==> src/verilog/afm_pkg.sv <==
// constants, types and register map shared by the actuator feedback monitor
package afm_pkg;

  // ---------------------------------------------------------------
  // sizes
  // ---------------------------------------------------------------
  localparam int NUM_CH = 14; // independent monitor channels
  localparam int WIN_W = 5; // window and timer width, in ticks
  localparam int CODE_W = 16; // state code width
  localparam int ADDR_W = 8; // register address width
  localparam int DATA_W = 32; // register data width
  localparam int CNT_W = 27; // tick prescaler width
  localparam int IDX_W = 4; // channel index width

  // ---------------------------------------------------------------
  // timing
  // ---------------------------------------------------------------
  localparam int CLK_PERIOD_NS = 10; // ref_clk period
  localparam int TICK_TIME_MS = 100; // window step
  localparam int TICK_CYCLES = TICK_TIME_MS * 1_000_000 / CLK_PERIOD_NS;

  // ---------------------------------------------------------------
  // window limits and reset values, in ticks
  // ---------------------------------------------------------------
  localparam logic [WIN_W-1:0] WIN_MIN = 5'h01; // 0.1 s
  localparam logic [WIN_W-1:0] WIN_MAX = 5'h1e; // 3.0 s
  localparam logic [WIN_W-1:0] WIN_RST = 5'h1e; // 3.0 s after reset
  localparam logic [WIN_W-1:0] TIMER_RST = 5'h00; // timer after reset
  localparam logic GATE_RST = 1'b0; // ungated_operation after reset

  // restart mode encoding
  typedef enum logic [1:0] {
    MODE_MANUAL = 2'h0, // manual_restart
    MODE_CONTROLLED = 2'h1, // controlled_restart
    MODE_AUTOMATIC = 2'h2 // automatic_restart
  } afm_mode_t;
  localparam afm_mode_t MODE_RST = MODE_MANUAL;

  // ---------------------------------------------------------------
  // register map (byte addresses, one word per channel)
  // ---------------------------------------------------------------
  localparam logic [ADDR_W-1:0] CFG_BASE = 8'h00; // config, channel 0
  localparam logic [ADDR_W-1:0] STAT_BASE = 8'h40; // status, channel 0
  localparam logic [ADDR_W-1:0] REG_STRIDE = 8'h04; // bytes per channel
  localparam int CFG_WIN_LSB = 0; // window field [4:0]
  localparam int CFG_GATE_BIT = 5; // gate required
  localparam int CFG_MODE_LSB = 6; // restart mode [7:6]
  localparam int ST_CODE_LSB = 0; // state code [15:0]
  localparam int ST_TIMER_LSB = 16; // timer value [20:16]
  localparam int ST_REL_BIT = 24; // release output
  localparam int ST_FLT_BIT = 25; // fault output
  localparam logic [DATA_W-1:0] RDATA_RST = 32'h0000_0000;

  // ---------------------------------------------------------------
  // state codes
  // ---------------------------------------------------------------
  localparam logic [CODE_W-1:0] CODE_OFF = 16'h0000;
  localparam logic [CODE_W-1:0] CODE_WAIT_IN = 16'h2001;
  localparam logic [CODE_W-1:0] CODE_ACK_RISE = 16'h2003;
  localparam logic [CODE_W-1:0] CODE_ACK_FALL = 16'h2004;
  localparam logic [CODE_W-1:0] CODE_FB_CLOSE = 16'h2007;
  localparam logic [CODE_W-1:0] CODE_ON = 16'h8001;
  localparam logic [CODE_W-1:0] CODE_FB_OPEN = 16'h801a;
  localparam logic [CODE_W-1:0] CODE_F_START = 16'hf00c;
  localparam logic [CODE_W-1:0] CODE_F_OPEN = 16'hf011;
  localparam logic [CODE_W-1:0] CODE_F_CLOSE = 16'hf012;

  // channel states, gray coded along the usual path
  typedef enum logic [3:0] {
    ST_OFF = 4'h0, // not released
    ST_WAIT = 4'h1, // armed, feedback still open
    ST_ACK_RISE = 4'h3, // waiting acknowledge rise
    ST_ACK_FALL = 4'h2, // waiting acknowledge fall
    ST_WFB_OPEN = 4'h6, // released, feedback must drop
    ST_ON = 4'h7, // released, no fault
    ST_WFB_CLOSE = 4'h5, // opened, feedback must rise
    ST_F_START = 4'h4, // acknowledge and activation at startup
    ST_F_OPEN = 4'hc, // feedback did not open in time
    ST_F_CLOSE = 4'hd // feedback did not close in time
  } afm_state_t;

endpackage : afm_pkg

==> src/verilog/afm_monitor.sv <==
// actuator feedback monitor: channel array, state machines and register port
//
// Overview of operation
// [RQ1] Fourteen independent channels, each self-contained.
// [RQ2] Activation arms; inactive keeps release open.
// [RQ3] Feedback must drop in window after closing.
// [RQ4] Feedback must rise in window after opening.
// [RQ5] Window 0.1-3.0 s, 0.1 s steps, default 3.0.
// [RQ6] Gating optional; default runs without gate input.
// [RQ7] Manual, controlled, automatic restart; manual default.
// [RQ8] Acknowledge resets monitor in manual/controlled modes.
// [RQ9] Release closes only after correct activation, timing.
// [RQ10] Fault output high exactly in error states.
// [RQ11] Timer output shows current window count.
// [RQ12] Codes 0000, 2001, 2003, 2004, 2007 while waiting.
// [RQ13] Codes 8001 released, 801A awaiting feedback open.
// [RQ14] Fault codes F00C, F011, F012.
// [RQ15] Manual closes on rise, controlled on fall.
// [RQ16] Automatic closes once inputs are satisfied.
// [RQ17] Inactive gate keeps channel off, release open.
// [RQ18] Timeout fault cleared only by acknowledge rise.
// [RQ19] Timer counts 0.1 s ticks between transitions.
// [RQ20] Reset opens release, clears fault, shows 0000.
//
// The plain strobed port and the register offsets were left to the implementer.
module afm_monitor #(
  parameter int TICK_CYCLES_P = afm_pkg::TICK_CYCLES
) (
  input wire logic ref_clk,
  input wire logic rst,
  input wire logic ce,
  input wire logic [afm_pkg::ADDR_W-1:0] reg_addr,
  input wire logic [afm_pkg::DATA_W-1:0] reg_wdata,
  input wire logic reg_wr,
  input wire logic reg_rd,
  output logic [afm_pkg::DATA_W-1:0] reg_rdata,
  input wire logic [afm_pkg::NUM_CH-1:0] activation_in,
  input wire logic [afm_pkg::NUM_CH-1:0] feedback_in,
  input wire logic [afm_pkg::NUM_CH-1:0] acknowledge_in,
  input wire logic [afm_pkg::NUM_CH-1:0] gate_in,
  output logic [afm_pkg::NUM_CH-1:0] release_out,
  output logic [afm_pkg::NUM_CH-1:0] fault_out,
  output logic [afm_pkg::NUM_CH-1:0][afm_pkg::WIN_W-1:0] timer_value_out,
  output logic [afm_pkg::NUM_CH-1:0][afm_pkg::CODE_W-1:0] state_code_out
);
  import afm_pkg::*;

  // ---------------------------------------------------------------
  // helper functions
  // ---------------------------------------------------------------

  // word address inside a per-channel block starting at base
  function automatic logic addr_hit(input logic [ADDR_W-1:0] addr,
                                    input logic [ADDR_W-1:0] base);
    logic [ADDR_W-1:0] span;
    span = ADDR_W'(NUM_CH) * REG_STRIDE;
    return (addr[1:0] == 2'h0) && (addr >= base) && (addr < base + span);
  endfunction : addr_hit

  // channel number of an address inside a block
  function automatic logic [IDX_W-1:0] addr_index(input logic [ADDR_W-1:0] addr,
                                                  input logic [ADDR_W-1:0] base);
    logic [ADDR_W-1:0] ofs;
    ofs = addr - base;
    return ofs[IDX_W+1:2];
  endfunction : addr_index

  // keep a written window inside the legal step range
  function automatic logic [WIN_W-1:0] clamp_window(input logic [WIN_W-1:0] w);
    if (w < WIN_MIN) begin
      return WIN_MIN;
    end else if (w > WIN_MAX) begin
      return WIN_MAX;
    end
    return w;
  endfunction : clamp_window

  // state entered once the input conditions are clear
  function automatic afm_state_t ready_state(input afm_mode_t mode);
    if (mode == MODE_AUTOMATIC) begin
      return ST_WFB_OPEN; // RQ16
    end
    return ST_ACK_RISE;
  endfunction : ready_state

  // release is closed only in the supervised released states
  function automatic logic is_release(input afm_state_t st);
    return (st == ST_WFB_OPEN) || (st == ST_ON); // RQ9
  endfunction : is_release

  // error states
  function automatic logic is_fault(input afm_state_t st);
    return (st == ST_F_START) || (st == ST_F_OPEN) || (st == ST_F_CLOSE); // RQ10
  endfunction : is_fault

  // state code presented for a state
  function automatic logic [CODE_W-1:0] state_code(input afm_state_t st);
    case (st)
      ST_OFF: return CODE_OFF; // RQ12
      ST_WAIT: return CODE_WAIT_IN; // RQ12
      ST_ACK_RISE: return CODE_ACK_RISE; // RQ12
      ST_ACK_FALL: return CODE_ACK_FALL; // RQ12
      ST_WFB_CLOSE: return CODE_FB_CLOSE; // RQ12
      ST_ON: return CODE_ON; // RQ13
      ST_WFB_OPEN: return CODE_FB_OPEN; // RQ13
      ST_F_START: return CODE_F_START; // RQ14
      ST_F_OPEN: return CODE_F_OPEN; // RQ14
      ST_F_CLOSE: return CODE_F_CLOSE; // RQ14
      default: return CODE_OFF;
    endcase
  endfunction : state_code

  // ---------------------------------------------------------------
  // configuration storage
  // ---------------------------------------------------------------
  logic [WIN_W-1:0] win_reg [NUM_CH]; // window per channel, in ticks
  logic [NUM_CH-1:0] gate_req_reg; // gate input required
  afm_mode_t mode_reg [NUM_CH]; // restart mode per channel
  logic startup_reg; // high only in the first enabled cycle
  logic tick; // one pulse per window step

  // write decode
  logic cfg_wr_hit; // write lands in the config block
  logic [IDX_W-1:0] cfg_wr_idx; // channel of that write

  assign cfg_wr_hit = reg_wr && addr_hit(reg_addr, CFG_BASE);
  assign cfg_wr_idx = addr_index(reg_addr, CFG_BASE);

  // configuration writes; unmapped writes are dropped
  always_ff @(posedge ref_clk or posedge rst) begin
    if (rst) begin
      for (int i = 0; i < NUM_CH; i++) begin
        win_reg[i] <= WIN_RST; // RQ5
        mode_reg[i] <= MODE_RST; // RQ7
      end
      gate_req_reg <= {NUM_CH{GATE_RST}}; // RQ6
    end else if (ce && cfg_wr_hit) begin
      win_reg[cfg_wr_idx] <= clamp_window(reg_wdata[CFG_WIN_LSB +: WIN_W]); // RQ5
      gate_req_reg[cfg_wr_idx] <= reg_wdata[CFG_GATE_BIT]; // RQ6
      // the spare mode code falls back to manual restart
      case (reg_wdata[CFG_MODE_LSB +: 2])
        2'h1: begin
          mode_reg[cfg_wr_idx] <= MODE_CONTROLLED;
        end
        2'h2: begin
          mode_reg[cfg_wr_idx] <= MODE_AUTOMATIC;
        end
        default: begin
          mode_reg[cfg_wr_idx] <= MODE_MANUAL; // RQ7
        end
      endcase
    end
  end

  // startup marker for the simultaneous acknowledge check
  always_ff @(posedge ref_clk or posedge rst) begin
    if (rst) begin
      startup_reg <= 1'b1;
    end else if (ce) begin
      startup_reg <= 1'b0;
    end
  end

  // ---------------------------------------------------------------
  // register read port
  // ---------------------------------------------------------------
  logic [IDX_W-1:0] rd_cfg_idx; // channel of a config read
  logic [IDX_W-1:0] rd_st_idx; // channel of a status read

  assign rd_cfg_idx = addr_index(reg_addr, CFG_BASE);
  assign rd_st_idx = addr_index(reg_addr, STAT_BASE);

  // read data stand for exactly one cycle; unmapped reads give zero
  always_ff @(posedge ref_clk or posedge rst) begin
    if (rst) begin
      reg_rdata <= RDATA_RST;
    end else if (ce) begin
      reg_rdata <= RDATA_RST;
      if (reg_rd && addr_hit(reg_addr, CFG_BASE)) begin
        reg_rdata[CFG_WIN_LSB +: WIN_W] <= win_reg[rd_cfg_idx];
        reg_rdata[CFG_GATE_BIT] <= gate_req_reg[rd_cfg_idx];
        reg_rdata[CFG_MODE_LSB +: 2] <= mode_reg[rd_cfg_idx];
      end else if (reg_rd && addr_hit(reg_addr, STAT_BASE)) begin
        // live channel state
        reg_rdata[ST_CODE_LSB +: CODE_W] <= state_code_out[rd_st_idx];
        reg_rdata[ST_TIMER_LSB +: WIN_W] <= timer_value_out[rd_st_idx];
        reg_rdata[ST_REL_BIT] <= release_out[rd_st_idx];
        reg_rdata[ST_FLT_BIT] <= fault_out[rd_st_idx];
      end
    end
  end

  // ---------------------------------------------------------------
  // shared window step
  // ---------------------------------------------------------------
  afm_tick #(
    .TICK_CYCLES_P(TICK_CYCLES_P)
  ) u_tick (
    .ref_clk(ref_clk),
    .rst(rst),
    .ce(ce),
    .tick_out(tick) // RQ19
  );

  // ---------------------------------------------------------------
  // monitor channels
  // ---------------------------------------------------------------
  for (genvar c = 0; c < NUM_CH; c++) begin : g_ch // RQ1
    afm_state_t state_reg; // current channel state
    afm_state_t state_next; // next channel state
    logic [WIN_W-1:0] timer_reg; // ticks since last release change
    logic [WIN_W-1:0] timer_next; // next timer value
    logic ack_prev_reg; // acknowledge one cycle ago
    logic armed; // activation present and gate satisfied
    logic fb; // feedback contact closed
    logic ack_rise; // acknowledge picked up
    logic ack_fall; // acknowledge dropped
    logic expired; // window used up

    // activation counts only when the gate allows it
    assign armed = activation_in[c] && (!gate_req_reg[c] || gate_in[c]); // RQ2 RQ17
    assign fb = feedback_in[c];
    assign ack_rise = acknowledge_in[c] && !ack_prev_reg;
    assign ack_fall = !acknowledge_in[c] && ack_prev_reg;
    assign expired = timer_reg >= win_reg[c];

    // acknowledge history for edge detection
    always_ff @(posedge ref_clk or posedge rst) begin
      if (rst) begin
        ack_prev_reg <= 1'b0;
      end else if (ce) begin
        ack_prev_reg <= acknowledge_in[c];
      end
    end

    // next state
    always_comb begin
      state_next = state_reg;
      case (state_reg)
        ST_OFF: begin
          if (startup_reg && activation_in[c] && acknowledge_in[c]) begin
            state_next = ST_F_START; // RQ14
          end else if (armed && fb) begin
            state_next = ready_state(mode_reg[c]); // RQ2
          end else if (armed) begin
            state_next = ST_WAIT;
          end
        end
        ST_WAIT: begin
          // armed but actuator not yet back at rest
          if (!armed) begin
            state_next = ST_OFF; // RQ17
          end else if (fb) begin
            state_next = ready_state(mode_reg[c]); // RQ16
          end
        end
        ST_ACK_RISE: begin
          if (!armed || !fb) begin
            state_next = ST_OFF;
          end else if (mode_reg[c] == MODE_AUTOMATIC) begin
            state_next = ST_WFB_OPEN; // RQ16
          end else if (ack_rise && mode_reg[c] == MODE_CONTROLLED) begin
            state_next = ST_ACK_FALL; // RQ15
          end else if (ack_rise) begin
            state_next = ST_WFB_OPEN; // RQ8 RQ15
          end
        end
        ST_ACK_FALL: begin
          if (!armed || !fb) begin
            state_next = ST_OFF;
          end else if (ack_fall) begin
            state_next = ST_WFB_OPEN; // RQ8 RQ15
          end
        end
        ST_WFB_OPEN: begin
          // a feedback change wins over a timeout in the same cycle
          if (!armed) begin
            state_next = ST_WFB_CLOSE; // RQ2 RQ4
          end else if (!fb) begin
            state_next = ST_ON;
          end else if (expired) begin
            state_next = ST_F_OPEN; // RQ3
          end
        end
        ST_ON: begin
          if (!armed) begin
            state_next = ST_WFB_CLOSE; // RQ4 RQ17
          end
        end
        ST_WFB_CLOSE: begin
          if (fb) begin
            state_next = ST_OFF;
          end else if (expired) begin
            state_next = ST_F_CLOSE; // RQ4
          end
        end
        ST_F_START: begin
          // cleared once acknowledge is let go
          if (!acknowledge_in[c]) begin
            state_next = ST_OFF;
          end
        end
        ST_F_OPEN, ST_F_CLOSE: begin
          if (ack_rise) begin
            state_next = ST_OFF; // RQ18
          end
        end
        default: begin
          state_next = ST_OFF;
        end
      endcase
    end

    // window timer: restart on entering ST_WFB_OPEN or ST_WFB_CLOSE, stop on feedback
    always_comb begin
      timer_next = timer_reg;
      if ((state_next == ST_WFB_OPEN || state_next == ST_WFB_CLOSE) &&
          state_next != state_reg) begin
        timer_next = TIMER_RST; // RQ19
      end else if ((state_reg == ST_WFB_OPEN || state_reg == ST_WFB_CLOSE) &&
                   tick && !expired) begin
        timer_next = timer_reg + WIN_W'(1); // RQ19
      end
    end

    // state register
    always_ff @(posedge ref_clk or posedge rst) begin
      if (rst) begin
        state_reg <= ST_OFF; // RQ20
      end else if (ce) begin
        state_reg <= state_next;
      end
    end

    // timer register and its output
    always_ff @(posedge ref_clk or posedge rst) begin
      if (rst) begin
        timer_reg <= TIMER_RST;
        timer_value_out[c] <= TIMER_RST;
      end else if (ce) begin
        timer_reg <= timer_next;
        timer_value_out[c] <= timer_next; // RQ11
      end
    end

    // channel outputs, registered alongside the state
    always_ff @(posedge ref_clk or posedge rst) begin
      if (rst) begin
        release_out[c] <= 1'b0; // RQ20
        fault_out[c] <= 1'b0; // RQ20
        state_code_out[c] <= CODE_OFF; // RQ20
      end else if (ce) begin
        release_out[c] <= is_release(state_next); // RQ9
        fault_out[c] <= is_fault(state_next); // RQ10
        state_code_out[c] <= state_code(state_next); // RQ12
      end
    end
  end

endmodule : afm_monitor

==> src/verilog/afm_tick.sv <==
// window step tick generator for the actuator feedback monitor
module afm_tick #(
  parameter int TICK_CYCLES_P = afm_pkg::TICK_CYCLES
) (
  input wire logic ref_clk,
  input wire logic rst,
  input wire logic ce,
  output logic tick_out
);
  import afm_pkg::*;

  // ---------------------------------------------------------------
  // prescaler
  // ---------------------------------------------------------------
  localparam logic [CNT_W-1:0] LAST = CNT_W'(TICK_CYCLES_P - 1);

  logic [CNT_W-1:0] cnt_reg; // cycles into the current step

  // one-cycle pulse at the end of every step
  assign tick_out = ce && (cnt_reg == LAST);

  // free-running count, wraps at the step length
  always_ff @(posedge ref_clk or posedge rst) begin
    if (rst) begin
      cnt_reg <= '0;
    end else if (ce) begin
      if (cnt_reg == LAST) begin
        cnt_reg <= '0;
      end else begin
        cnt_reg <= cnt_reg + CNT_W'(1);
      end
    end
  end

endmodule : afm_tick

==> config.mk <==
export PLATFORM = sky130hd
export DESIGN_NAME = afm_monitor
export DESIGN_NICKNAME = d
export VERILOG_FILES = /design/src/verilog/afm_pkg.sv /design/src/verilog/afm_monitor.sv /design/src/verilog/afm_tick.sv
export SDC_FILE = /design/constraint.sdc
export NUM_CORES = 2
export LEC_CHECK = 0
export ABC_CLOCK_PERIOD_IN_PS = 23400
export BUFFER_PORTS_ARGS = -buffer_cell sky130_fd_sc_hd__buf_2
export CAP_MARGIN = 30
export CORE_MARGIN = 8
export CORE_UTILIZATION = 60
export CTS_BUF_LIST = sky130_fd_sc_hd__clkbuf_2
export CTS_CLUSTER_SIZE = 30
export DETAILED_ROUTE_END_ITERATION = 10
export PLACE_DENSITY = 0.94
export SLEW_MARGIN = 20
export SYNTH_ARGS = -nofsm -noshare
export SYNTH_HDL_FRONTEND = slang
export SYNTH_SLANG_ARGS = --single-unit
==> constraint.sdc <==
create_clock -name ref_clk -period 23.4 [get_ports ref_clk]
set_clock_uncertainty 0.15 [all_clocks]
set_input_delay 1.17 -clock ref_clk [delete_from_list [all_inputs] [get_ports ref_clk]]
set_output_delay 1.17 -clock ref_clk [all_outputs]
set_load 0.01 [all_outputs]
==> out/qor.yml <==
power_mw: 2.23
cts_resized: 0
finalWirelength_um: 97600
path_class: "flop to flop"
placed_cell_area_um2: 31100
worst_ep_required_time_ns: 24.28
leakagePower_nw: 15.3
status: "finished clean"
synth_edf_count: 0
fmax_mhz: 242
grt_usage: 0.332
synth-main-ff-cell: "dfrtp_1"
power.density_nw_per_um2: 69.1
numPlacedInstances: 4052
hold_path_class: "input pin to flop"
p_seq_frac: 0.445
fillers: 3841
path_clk_slew_ns: 0.11
synthToLayoutAreaGrowth_pct: 8.92
clockBufferDepth: 3
nNetsFinal: 3768
grt_overflow_total: 0
cp.arrival_ns: 5.01
dp_hpwl_um: 71700
yosys.area.top_type: "dfrtp_1"
dieArea_um2: 56800
largest_reg_flops: 112
path_max_fanout: 6
mappedNetlistArea_um2: 29600
design_area_um2: 32300
drt_iter0_drc: 2995
ys_types: 96
postRouteAntennaNets: 0
switchingPower_mw: 0.904
startpoint_type: "flop"
max_slew_margin: 0.286
std_cell_rows: 81
period_needed_ns: 4.13
clk_latency_ns: 1.22
drive_gt1_frac: 0.213
grt_max_degree: 113
numClockSinks: 438
post-route-util: 0.661
tritoncts: "built"
async_reset_ff_frac: 1.00
syn_avg_cell_area_um2: 9.18
setup_tns_ns: 0
setup_viol: 0
cts_buffers: 113
die_y_um: 238
ys.warnings.count: 0
synth_top_area_frac: 0.322
tightest_slew_ns: 1.07
start_util: 0.607
coreArea_um2: 48800
vias_per_cell: 6.35
dr_total_vias: 27233
irDropWorstVdd_v: 0.0000697
internal_power_mw: 1.33
cts_root_buf: "clkbuf_2"
clockPowerShare: 0.250
fin_cells: 4290
pwr-share-comb: 0.305
cap_violations: 0
cts_hold_buf: 1
fin_ws_ns: 19.27
ys_ff_latch: 438
grt_antenna_before_repair: 15
ios: 455
drc_errors: 0
whs_ns: 0.119
post-route-period-util: 0.177
grt_pass1_vias: 26055
h-tree-depth: 3
yosysSeqAreaShare: 0.372
slew_violations: 0
cts_setup_buffers: 0
firstDrtPassIters: 10
yosys-top-cells-area: "dfrtp_1 (32%), ha_1 (6.6%), mux4_2 (5.2%), dfstp_2 (5.1%), nor2_1 (4.4%)"
hold_viol: 0
switching_share: 0.405
synthCells: 3228
io_buffers: 319
rsz0062_at_grt: "no"
end_kind: "flop"
die_w_um: 238
wl_per_cell_um: 22.7
dp_slack_ns: 18.25
place_congestion: 0.961
grt_pass1_wl_um: 149000
-- power groups by stage --
stage / registers (mW) / logic [mW] / clock network, mW
CTS: 0.986 / 0.667 / 0.560
global placement: 0.997 / 0.642 / 0
finish: 0.993 / 0.680 / 0.559
floorplan: 0.956 / 0.474 / 0
global route: 1.00 / 0.743 / 0.603
detailed placement: 0.999 / 0.661 / 0
-- cell families (layout without fill, tap and decap cells) --
family	Yosys count	in the layout	share of synthesized area
AOI/OAI and AO/OA	752	752	0.167
xor gates and xnor gates	96	96	0.0284
adders and majority gates	159	159	0.0669
buffers and inverters	499	771	0.0802
DFF	438	438	0.372
muxes	221	221	0.107
other	1	127	0.000127
and+or+nand+nor	1062	1062	0.178
-- cells in the final DEF (no fill, tap or decap), types with 16 or more instances in the layout --
cell,instances
buf_2,318
dfrtp_1,381
nand2b_1,78
mux2i_1,71
clkbuf_2,174
o211ai_1,24
o31ai_1,18
o21a_1,25
a21o_1,18
clkinv_1,34
o22ai_1,20
nor2b_1,82
diode_2,16
a31oi_1,45
nand2_1,233
buf_4,25
nand3_1,73
nor3_1,43
xor2_1,54
dfstp_2,57
nand4_1,49
and3_1,19
conb_1,111
ha_1,157
a21oi_1,230
mux2_2,70
xnor2_1,42
o21ai_0,137
o2bb2ai_1,38
nor2_1,348
o22a_1,23
mux4_2,69
inv_1,201
and2_1,18
-- synth_stat cells, types with 9 or more instances --
library cell  instances
dfrtp_1             381
nor2_1              348
nand2_1             233
a21oi_1             230
inv_1               203
ha_1                157
o21ai_0             137
clkbuf_1            128
buf_4               127
nor2b_1              82
nand2b_1             78
nand3_1              73
mux2i_1              71
mux2_2               70
mux4_2               69
dfstp_2              57
xor2_1               54
nand4_1              49
a31oi_1              45
nor3_1               43
xnor2_1              42
o2bb2ai_1            38
o21a_1               25
o211ai_1             24
o22a_1               23
buf_1                22
o22ai_1              20
and3_1               19
a21o_1               18
and2_1               18
o31ai_1              18
buf_2                15
a211oi_1             13
o32ai_1              13
nor4_1               12
mux2_1               11
a32o_1               10
nand3b_1             10
nor3b_1              10
o2111ai_1            10
or3_1                10
a22o_1                9
-- final cells by class --
class | count | area, µm² | share of cell area
diodes | 16 | 40.0 | 0.00124
clock buffers | 173 | 866 | 0.0268
clock inverters | 42 | 196 | 0.00608
inverters | 206 | 783 | 0.0243
multi-input cells | 2401 | 16700 | 0.516
flip-flops and latches | 438 | 11000 | 0.342
well taps | 664 | 831 | 0.0257
repair buffers | 350 | 1890 | 0.0584
-- final timing paths --
check	startpoint	cells past startpoint	endpoint	slack (ns)
max in group asynchronous	rst	5	state_code_out[93]$_DFFE_PP0P_	20.50
hold / removal	acknowledge_in[4]	2	g_ch[4].ack_prev_reg$_DFFE_PP0P_	0.12
setup reg to reg	g_ch[2].timer_reg[0]$_DFFE_PP0P_	11	g_ch[2].timer_reg[2]$_DFFE_PP0P_	19.27
hold reg to reg	reg_rdata[20]$_DFFE_PP0P_	1	reg_rdata[20]$_DFFE_PP0P_	0.34
min in group asynchronous	rst	3	reg_rdata[19]$_DFFE_PP0P_	0.52
setup / recovery	g_ch[2].timer_reg[0]$_DFFE_PP0P_	11	g_ch[2].timer_reg[2]$_DFFE_PP0P_	19.27
-- layer usage --
metal / vias up / routed length [µm] / track usage
li1: 11969 / - / -
met1: 13078 / 36300 / 0.415
met2: 1770 / 43900 / 0.508
met3: 412 / 10900 / 0.0915
met4: 4 / 6500 / 0.204
met5: - / 25 / 0
-- critical path, cell delays in order (launching register included) --
cell and delay, ns:
dfrtp_1 0.53, inv_1 0.10, ha_1 0.30, nor2b_1 0.11, o21ai_0 0.13, a31oi_1 0.58, nor2_1 0.13, nor3_1 0.61
ha_1 0.37, o21ai_0 0.13, a2111oi_2 0.73, nor2_1 0.12
No activity file was read; power rests on OpenSTA's default activity.
